<file path="config.mk">
export PLATFORM = sky130hd
export DESIGN_NAME = dual_data_address_generator
export DESIGN_NICKNAME = d
export VERILOG_FILES = /design/src/dag_pkg.sv /design/src/regfile_link_if.sv /design/src/dual_data_address_generator.sv /design/src/modulo_step.sv /design/src/ptr_regfile.sv
export SDC_FILE = /design/constraint.sdc
export NUM_CORES = 1
export LEC_CHECK = 0
export ABC_AREA = 1
export BUFFER_PORTS_ARGS = -buffer_cell sky130_fd_sc_hd__buf_2
export CORE_ASPECT_RATIO = 1.4
export CORE_MARGIN = 1.5
export CORE_UTILIZATION = 31
export CTS_CLUSTER_DIAMETER = 60
export DETAILED_ROUTE_END_ITERATION = 10
export GPL_TIMING_DRIVEN = 1
export PLACE_DENSITY = 0.43
export SYNTH_ARGS = -nofsm -noshare
export SYNTH_HDL_FRONTEND = slang
export SYNTH_HIERARCHICAL = 1
export SYNTH_SLANG_ARGS = --single-unit
</file>
<file path="constraint.sdc">
create_clock -name sys_clk -period 10.3 [get_ports sys_clk]
set_input_delay 1.545 -clock sys_clk [delete_from_list [all_inputs] [get_ports sys_clk]]
set_output_delay 1.545 -clock sys_clk [all_outputs]
set_load 0.05 [all_outputs]
</file>
<file path="src/dag_pkg.sv">
// Notes on behaviour
// Two generators; first addresses data memory and may reverse, second data or program.
// Each generator holds four cursor, four step and four size registers of 14 bits.
// An indirect access emits the selected cursor as the memory address.
// With reversal mode set, the first generator emits its address bit-reversed.
// After each access the chosen step is added to the chosen cursor and stored. A bus load of that cursor in the same cycle is stored instead.
// Any cursor pairs with any step of its own generator, never the other's.
// Step values are signed two's complement, moving the cursor up or down.
// Each cursor uses the size register of the same index for wraparound.
// A zero size disables wraparound; the new cursor is cursor plus step.
// A nonzero size wraps a cursor that would cross the buffer boundary.
// Registers use the low 14 bus bits; cursor and size reads pad zeros.
// Step reads copy the sign bit into the top two bus bits.
// Buffer base is the cursor with its low N bits cleared, N from size.
// Software places buffers at bases whose low N bits are zero.
// Circular result is ((cursor + step - base) mod size) + base.
// Software keeps step magnitude no larger than the buffer size.
// Reversal mirrors the 14-bit address, output bit k taking input bit 13-k.
// Only the emitted address is reversed; the stored cursor stays in order.
// The new cursor is cut to 14 bits, so linear updates wrap around.
package dag_pkg;
  localparam int ADDR_BITS = 14;
  localparam int BUS_BITS = 16;
  localparam int PAD_BITS = 2;
  localparam int REGS_PER_FILE = 4;
  localparam int IDX_BITS = 2;
  localparam logic [1:0] FILE_CURSOR = 2'h0;
  localparam logic [1:0] FILE_STEP = 2'h1;
  localparam logic [1:0] FILE_SIZE = 2'h2;
  localparam logic [1:0] FILE_NONE = 2'h3;
  localparam logic UNIT_FIRST = 1'b0;
  localparam logic UNIT_SECOND = 1'b1;
  localparam logic [13:0] REG_RESET = 14'h0000;
  localparam logic [15:0] BUS_IDLE = 16'h0000;
  localparam int CLK_PERIOD_NS = 100;
  typedef logic [ADDR_BITS-1:0] addr_t;
  typedef logic [IDX_BITS-1:0] idx_t;
  typedef logic [BUS_BITS-1:0] word_t;
  typedef logic [1:0] file_t;
endpackage

</file>
<file path="src/regfile_link_if.sv">
`timescale 1ns/1ns
interface regfile_link_if;
  import dag_pkg::*;
  logic wr_en;
  file_t wr_file;
  idx_t wr_idx;
  addr_t wr_data;
  logic rd_en;
  file_t rd_file;
  idx_t rd_idx;
  word_t rd_data;
  logic rd_valid;
  logic upd_en;
  addr_t upd_value;
  idx_t cur_sel;
  idx_t step_sel;
  addr_t cur_val;
  addr_t step_val;
  addr_t size_val;
  modport owner (output wr_en, wr_file, wr_idx, wr_data, rd_en, rd_file, rd_idx, upd_en, upd_value,
    cur_sel, step_sel, input rd_data, rd_valid, cur_val, step_val, size_val);
  modport store (input wr_en, wr_file, wr_idx, wr_data, rd_en, rd_file, rd_idx, upd_en, upd_value,
    cur_sel, step_sel, output rd_data, rd_valid, cur_val, step_val, size_val);
endinterface

</file>
<file path="src/dual_data_address_generator.sv">
`timescale 1ns/1ns
module dual_data_address_generator
  import dag_pkg::*;
(
  input wire logic sys_clk,
  input wire logic rst_b,
  input wire logic bus_wr,
  input wire logic bus_rd,
  input wire logic bus_unit,
  input wire file_t bus_file,
  input wire idx_t bus_index,
  input wire word_t data_side_bus_in,
  output word_t data_side_bus_out,
  output logic data_side_bus_valid,
  input wire logic reverse_mode,
  input wire logic u1_access,
  input wire idx_t u1_cursor_sel,
  input wire idx_t u1_step_sel,
  input wire logic u2_access,
  input wire idx_t u2_cursor_sel,
  input wire idx_t u2_step_sel,
  input wire logic u2_to_program,
  output addr_t first_addr,
  output logic first_addr_valid,
  output addr_t second_addr,
  output logic second_dm_valid,
  output logic second_pm_valid
);
  typedef struct packed {
    addr_t addr1;
    logic addr1_valid;
    addr_t addr2;
    logic dm2_valid;
    logic pm2_valid;
  } top_state_s;

  top_state_s st_reg;
  top_state_s st_next;
  addr_t next1;
  addr_t next2;
  addr_t base1;
  addr_t base2;
  addr_t rev1;

  regfile_link_if link1 ();
  regfile_link_if link2 ();

  ////////////////////////////////////////////////////////////////////////////
  // Bus decode to the first unit's register files
  assign link1.wr_en = bus_wr && (bus_unit == UNIT_FIRST);
  assign link1.wr_file = bus_file;
  assign link1.wr_idx = bus_index;
  assign link1.wr_data = data_side_bus_in[ADDR_BITS-1:0];
  assign link1.rd_en = bus_rd && (bus_unit == UNIT_FIRST);
  assign link1.rd_file = bus_file;
  assign link1.rd_idx = bus_index;

  // Bus decode to the second unit's register files
  assign link2.wr_en = bus_wr && (bus_unit == UNIT_SECOND);
  assign link2.wr_file = bus_file;
  assign link2.wr_idx = bus_index;
  assign link2.wr_data = data_side_bus_in[ADDR_BITS-1:0];
  assign link2.rd_en = bus_rd && (bus_unit == UNIT_SECOND);
  assign link2.rd_file = bus_file;
  assign link2.rd_idx = bus_index;

  // Each unit sees only its own selections, so steps never cross over
  assign link1.cur_sel = u1_cursor_sel;
  assign link1.step_sel = u1_step_sel;
  assign link1.upd_en = u1_access;
  assign link1.upd_value = next1;
  assign link2.cur_sel = u2_cursor_sel;
  assign link2.step_sel = u2_step_sel;
  assign link2.upd_en = u2_access;
  assign link2.upd_value = next2;

  ////////////////////////////////////////////////////////////////////////////
  // Register files, one per unit
  ptr_regfile u_rf1 (
    .sys_clk(sys_clk),
    .rst_b(rst_b),
    .link(link1.store)
  );

  ptr_regfile u_rf2 (
    .sys_clk(sys_clk),
    .rst_b(rst_b),
    .link(link2.store)
  );

  // Post-modify arithmetic, one per unit
  modulo_step #(
    .WIDTH(ADDR_BITS)
  ) u_step1 (
    .cursor(link1.cur_val),
    .step(link1.step_val),
    .size(link1.size_val),
    .next_cursor(next1),
    .base(base1)
  );

  modulo_step #(
    .WIDTH(ADDR_BITS)
  ) u_step2 (
    .cursor(link2.cur_val),
    .step(link2.step_val),
    .size(link2.size_val),
    .next_cursor(next2),
    .base(base2)
  );

  ////////////////////////////////////////////////////////////////////////////
  // Mirror about the midpoint; only the first unit has this path
  for (genvar k = 0; k < ADDR_BITS; k++)
  begin : g_reverse
    assign rev1[k] = link1.cur_val[ADDR_BITS-1-k];
  end

  ////////////////////////////////////////////////////////////////////////////
  // Address registers hold their last value between accesses
  always_comb
  begin
    st_next = st_reg;
    st_next.addr1_valid = u1_access;
    st_next.dm2_valid = u2_access && !u2_to_program;
    st_next.pm2_valid = u2_access && u2_to_program;
    if (u1_access)
      st_next.addr1 = reverse_mode ? rev1 : link1.cur_val; // see R3
    if (u2_access)
      st_next.addr2 = link2.cur_val;
  end

  always_ff @(posedge sys_clk or negedge rst_b)
  begin
    if (!rst_b)
      st_reg <= '0;
    else
      st_reg <= st_next;
  end

  ////////////////////////////////////////////////////////////////////////////
  // Outputs; idle register file read data is zero, so OR merges them
  assign first_addr = st_reg.addr1;
  assign first_addr_valid = st_reg.addr1_valid;
  assign second_addr = st_reg.addr2;
  assign second_dm_valid = st_reg.dm2_valid;
  assign second_pm_valid = st_reg.pm2_valid;
  assign data_side_bus_out = link1.rd_data | link2.rd_data;
  assign data_side_bus_valid = link1.rd_valid | link2.rd_valid;

  ////////////////////////////////////////////////////////////////////////////
  // Helpers read only by the checks below
  logic load_hits1;
  addr_t neg_step1;
  addr_t off1;
  addr_t off2;

  assign load_hits1 = link1.wr_en && bus_file == FILE_CURSOR && bus_index == u1_cursor_sel;
  assign neg_step1 = addr_t'(~link1.step_val + 14'h0001);
  assign off1 = addr_t'(link1.cur_val - base1);
  assign off2 = addr_t'(link2.cur_val - base2);
endmodule

</file>
<file path="src/modulo_step.sv">
`timescale 1ns/1ns
module modulo_step
  import dag_pkg::*;
#(
  parameter int WIDTH = ADDR_BITS
)
(
  input wire logic [WIDTH-1:0] cursor,
  input wire logic [WIDTH-1:0] step,
  input wire logic [WIDTH-1:0] size,
  output logic [WIDTH-1:0] next_cursor,
  output logic [WIDTH-1:0] base
);
  logic [WIDTH-1:0] mask;
  logic signed [WIDTH+1:0] offset;
  logic signed [WIDTH+1:0] size_ext;
  logic signed [WIDTH+1:0] wrapped;

  // Widths outside this range break the signed offset arithmetic
  if (WIDTH < 2 || WIDTH > 30)
  begin : g_width_check
    $error("modulo_step: WIDTH out of range");
  end

  // Smear the size downward: all ones from its top set bit down, 2^N - 1
  for (genvar i = 0; i < WIDTH; i++)
  begin : g_mask
    assign mask[i] = |size[WIDTH-1:i];
  end

  assign base = cursor & ~mask;

  // Offset inside the buffer, one wrap at most since |step| <= size
  always_comb
  begin
    size_ext = $signed({2'b00, size});
    offset = $signed({2'b00, cursor & mask}) + $signed({{2{step[WIDTH-1]}}, step});
    if (offset >= size_ext)
      wrapped = offset - size_ext;
    else if (offset < 0)
      wrapped = offset + size_ext;
    else
      wrapped = offset;
    if (size == '0)
      next_cursor = cursor + step; // see R9
    else
      next_cursor = base + wrapped[WIDTH-1:0];
  end
endmodule

</file>
<file path="src/ptr_regfile.sv">
`timescale 1ns/1ns
module ptr_regfile
  import dag_pkg::*;
(
  input wire logic sys_clk,
  input wire logic rst_b,
  regfile_link_if.store link
);
  typedef struct packed {
    logic [REGS_PER_FILE-1:0][ADDR_BITS-1:0] cursor;
    logic [REGS_PER_FILE-1:0][ADDR_BITS-1:0] step;
    logic [REGS_PER_FILE-1:0][ADDR_BITS-1:0] size;
    word_t rd_data;
    logic rd_valid;
  } rf_state_s;

  rf_state_s st_reg;
  rf_state_s st_next;

  ////////////////////////////////////////////////////////////////////////////
  // Bus load wins over post-modify on the same cursor: software intent first
  always_comb
  begin
    st_next = st_reg;
    st_next.rd_valid = link.rd_en;
    st_next.rd_data = BUS_IDLE;
    if (link.rd_en)
    begin
      unique case (link.rd_file)
        FILE_CURSOR: st_next.rd_data = {{PAD_BITS{1'b0}}, st_reg.cursor[link.rd_idx]};
        FILE_STEP: st_next.rd_data = {{PAD_BITS{st_reg.step[link.rd_idx][ADDR_BITS-1]}},
          st_reg.step[link.rd_idx]};
        FILE_SIZE: st_next.rd_data = {{PAD_BITS{1'b0}}, st_reg.size[link.rd_idx]};
        FILE_NONE: st_next.rd_data = BUS_IDLE;
      endcase
    end
    if (link.upd_en)
      st_next.cursor[link.cur_sel] = link.upd_value;
    if (link.wr_en)
    begin
      unique case (link.wr_file)
        FILE_CURSOR: st_next.cursor[link.wr_idx] = link.wr_data;
        FILE_STEP: st_next.step[link.wr_idx] = link.wr_data;
        FILE_SIZE: st_next.size[link.wr_idx] = link.wr_data;
        FILE_NONE: st_next.rd_valid = link.rd_en;
      endcase
    end
  end

  always_ff @(posedge sys_clk or negedge rst_b)
  begin
    if (!rst_b)
      st_reg <= '0;
    else
      st_reg <= st_next;
  end

  // Access path is plain register content, no read latency
  assign link.cur_val = st_reg.cursor[link.cur_sel];
  assign link.step_val = st_reg.step[link.step_sel];
  assign link.size_val = st_reg.size[link.cur_sel];
  assign link.rd_data = st_reg.rd_data;
  assign link.rd_valid = st_reg.rd_valid;
endmodule

</file>
Word level (Yosys, flattened, before mapping) --
Cells that the tools add are included.
Operators by class: $add $sub $neg 10, $mul 0, divide/modulo/power cells 0, order comparisons 12, equality and inequality tests 3, shift-type cells 0, mux-type cells 59, bitwise logic cells 9, reduce and logical (&&, ||, !) cells 43
Operators by type and width (count):
- bitwise mux 56 bit | 8
- 2-to-1 mux 56 bit | 8
- binary-select mux 14 bit (select 2 bit) | 12
- 2-to-1 mux 168 bit | 2
- 2-to-1 mux 14 bit | 22
- case mux 16 bit (4 select lines) | 2
- adder 14 bit | 6
- demux 14 bit (select 2 bit) | 3
- bitwise AND 14 bit | 4
- adder 15 x 14 -> 16 bit | 2
- greater-or-equal comparator 16 x 15 -> 1 bit | 2
- less-than comparator 16 x 1 -> 1 bit (second input constant) | 2
- 2-to-1 mux 16 bit | 2
- zero test 14 bit | 2
- inverter 14 bit | 2
- OR reduction 14 bit | 2
- subtractor 14 bit | 2
- OR reduction 13 bit | 2
- OR reduction 12 bit | 2
- OR reduction 11 bit | 2
- OR reduction 10 bit | 2
- OR reduction 9 bit | 2
- OR 16 bit | 1
- OR reduction 8 bit | 2
- other kinds (16) | 40
Storage, ports and cells: register bits 401, latch bits 0, bits in writable memories 0, memory bits (read-only) 0, input bits 37, logic and storage cells 169, memories kept 0

Logic depth before layout (Yosys ltp) --
word-level depth 15, depth in mapped cells 61, mapped depth without buffers 56

Modules after synthesis --
The synthesis kept the hierarchy.
By module, submodules not included:
- ptr_regfile at u_rf2 | times used 1, cells each 1365, area each 10364.9 µm², sequential area each 4604.4 µm²
- ptr_regfile at u_rf1 | times used 1, cells each 1365, area each 10187.3 µm², sequential area each 4604.4 µm²
- modulo_step at u_step2 | times used 1, cells each 694, area each 4025.1 µm², sequential area each 0.0 µm²
- modulo_step at u_step1 | times used 1, cells each 675, area each 3848.7 µm², sequential area each 0.0 µm²
- dual_data_address_generator | times used 1, cells each 195, area each 1475.2 µm², sequential area each 775.7 µm²

Worst setup path before layout --
Ideal clock, no wire load.
kind in2reg, start point input u1_cursor_sel[1], end point register u_rf1/st_reg[169] (netlist name), setup time 0.130 ns, arrival time 8.869 ns, path slack 1.300 ns, stages 60, path buffers 6, cells stage by stage buf_2 -> nor2_1 -> buf_2 -> buf_2 -> a22oi_1 -> o221ai_1 -> nor2_2 -> inv_2 -> nor2_4 -> nand2_2 -> nor2_4 -> nand2_2 -> nor2_4 -> nand2_2 -> nor2_4 -> nand2_2 -> nor2_4 -> nand2_2 -> [... 24 more ...] -> o21ai_0 -> ha_1 -> inv_1 -> fa_1 -> nor2_1 -> o21ai_0 -> nand2_1 -> a21oi_1 -> nor2_1 -> nor2_1 -> o21bai_1 -> a21oi_1 -> o21bai_1 -> a21oi_1 -> o21ai_0 -> nand2_1 -> o211ai_1 -> o21ai_0
RTL lines:
- from (decl) | line dual_data_address_generator.sv:17 | input wire idx_t u1_cursor_sel,
- to (signal assigned) | line ptr_regfile.sv:55 | st_reg <= st_next;
- to (decl) | line ptr_regfile.sv:17 | rf_state_s st_reg;

==> results.md <==
- Clock root cell: clkbuf_16
- Final Skew: 0.04460 ns
- Area Overhead vs Synth: 11.33%
- Drt first pass iters: 6
- Finished Layout Cells: 5602
- Port Buffer Count: 82
- Crit path required time: 10.77 ns
- Status: completed
- Total grt overflow: 0
- Post-synth EDFFs: 0
- Clk Latency, worst-skew pair: 0.64 ns
- Setup TNS: 0 ns
- Clock transition at path regs: 0.06 ns
- CP max FO: 8
- Number of library cell types mapped by synthesis: 55
- Switch Pwr: 5009 µW
- Max Cap Viol: 0
- CP startpoint: u1_cursor_sel[0]
- Global-route wire length before repair: 175.9 mm
- RSZ-0062 raised after global routing: false
- Post-CTS setup buffers: 0
- DP Cell Count: 5510
- Slew Viols, Final: 0
- Initial Util: 31.34%
- Internal power: 5228 µW
- Largest net degree at the start of global routing: 141
- Die area: 98350 µm²
- Register area share after synthesis: 33.39%
- FF-to-FF End: u_rf1/st_reg[183]
- Worst hold slack: 0.4641 ns
- Total number of vias: 28400
- Tmin final: 9.196 ns
- Setup CP Type: input port to register
- Tightest Pin Transition: 1.065 ns
- Asr flop ratio synth: 100.0%
- Ys flop type: dfrtp_1
- Setup-failing EPs final: 0
- Antenna Violating Nets Remaining: 0
- Family with the most delay on the worst path: simple AND/OR/NAND/NOR gates
- CP startpoint kind: input port
- Final Hold Viols: 0
- DR iter-0 viols: 1971
- Die W: 265.5 µm
- CP endpoint: u_rf1/st_reg[183]
- GPL Wtd Cong: 0.8982
- Logic pwr share: 60.6%
- Synth Area per Inst: 6.963 µm²
- Core area: 95400 µm²
- CTS H-tree lvls: 2
- Total GRT Usage: 23.74%
- Vias in the first global route: 28142
- Initial antenna violation count: 1
- Placed Instance Area: 31660 µm²
- Power per Cell Area: 307.5 nW/µm²
- Clk pwr share: 17.5%
- Register-to-Register Path Depth: 55
- TritonCTS clock tree: done
- Net Sw Frac: 48.93%
- Num CTS Buffers: 49
- WP data arrival: 9.66 ns
- Slowest stage delay, CP: 0.45 ns
- Cell Area, Synth: 29900 µm²
- Crit. End Element: register
- Sequential power share: 21.9%
- Hold Path Class: register to register
- R2R Setup Slk: 2.23 ns
- Design area: 33290 µm²
- Max IR drop VDD: 0.0002103 V
- PostCTS Resize Cnt: 0
- Cell mode on critical path: nor2_1
- IO Pins: 85
- Syn Nets: 4477
- Routed WL per cell: 21.00 µm
- CP max stage cell: o221ai_1
- Clk buf depth: 3
- CP bufs+invs: 10
- Diode count: 0
- Most frequent cells in the layout: 1214 x nand2_1, 576 x inv_1, 399 x dfrtp_1, 397 x o21ai_0, 286 x a21oi_1
- Levels on crit path: 53
- Share of layout cells above drive strength 1: 10.12%
- Die height: 370.5 µm
- DR DRC count: 0
- #FFs+latches synth: 399
- Fin crit share: 89.28%
- Commonest non-fill, non-tap cell in the layout: nand2_1
- Row count: 134
- Vias per Instance: 5.070
- Post-detail-place hpwl: 85.51 mm
- Normalized max-slew margin: 28.96%
- Fmax: 108.7 MHz
- Post-Syn Instances: 4294
- YS warnings: 6
- WL final: 117.7 mm
- Hold Buf Count CTS: 0
- P_leak: 0.01674 µW
- Clk sinks: 399
- Nets: 4520
-- through the flow --
stage | utilization, % | power, µW | worst slack (ns)
final | 34.89 | 10240 | 1.104
after global placement | 33.19 | 8463 | 0.4880
after global routing | 34.89 | 11210 | 0.2501
after floorplan | - | 6560 | 1.300
after detailed placement | 33.19 | 8460 | 0.3855
after CTS | 34.89 | 10320 | 1.039
-- how the worst min path moves through the flow --
stage / cells past startpoint / slack (ns) / from / endpoint
2_1_floorplan: 2 / 0.49 / register / register
3_3_place_gp: 2 / 0.45 / second_addr[13] / second_addr[13]
3_5_place_dp: 2 / 0.45 / second_addr[12] / second_addr[12]
4_1_cts: 2 / 0.47 / second_addr[13] / second_addr[13]
5_1_grt: 2 / 0.48 / second_addr[12] / second_addr[12]
6_report: 2 / 0.46 / second_addr[4] / second_addr[4]
-- layout make-up --
type / count / area [µm²]
fill: 10285 / 62110
multi-input combinational: 3065 / 16370
sequential: 399 / 9985
inverter: 598 / 2250
timing repair buffer: 224 / 1533
tap: 1224 / 1531
clock buffer: 67 / 1374
clock inverter: 25 / 251.5
-- worst min-delay path, delay by kind of cell, from the launching register on --
family / cells / cell delay (ns)
flops: 1 / 0.34
simple gates: 2 / 0.09
-- metal layers --
layer | vias up | part of all wire, % | wire length (µm) | global-route usage, %
li1 | 14117 | - | - | -
met2 | 569 | 53 | 62810 | 45.73
met1 | 13536 | 40 | 46590 | 26.49
met4 | 2 | 4.0 | 4697 | 9.495
met3 | 176 | 3.0 | 3550 | 2.151
met5 | - | 0.0085 | 10 | 0
-- cell families after synthesis --
group / count (synthesis) / share of synthesized area, %
and+or+nand+nor: 1830 / 26.37
AOI/OAI and AO/OA: 1016 / 19.81
buffers and inverters: 830 / 11.92
DFF: 399 / 33.39
adders and majority gates: 146 / 6.360
xor gates and xnor gates: 70 / 2.050
muxes: 3 / 0.1004
-- synth_stat cells, types with 8 or more instances --
master	n	area share (%)
fa_1	10	0.67
nor2_1	193	2.4
nand3_2	8	0.27
buf_2	83	1.4
nor3_1	23	0.38
a31oi_1	13	0.27
o211ai_1	122	3.1
inv_2	14	0.18
buf_6	17	0.64
a21oi_1	286	4.8
or2_2	26	0.54
dfrtp_1	399	33
clkbuf_1	69	0.87
nand4_1	9	0.19
xor2_1	50	1.5
nor2_8	10	0.67
nand2_1	1214	15
a21oi_2	10	0.29
nor2_4	21	0.79
buf_4	50	1.3
o21ai_1	27	0.45
o21bai_1	16	0.40
inv_1	577	7.2
ha_1	136	5.7
clkbuf_2	10	0.17
nand3_1	281	4.7
nand2_2	22	0.46
o221ai_1	56	1.6
o21ai_0	397	6.6
xnor2_1	20	0.59
a22oi_1	58	1.5
-- power groups by stage --
stage	Sequential [µW]	Clock, µW	Combinational [µW]
after floorplan	2310	0	4250
after global placement	2260	0	6200
after detailed placement	2260	0	6200
after CTS	2240	1850	6240
after global routing	2290	1910	7010
final	2240	1790	6200
Note: power is estimated with default switching activity, not from simulation.
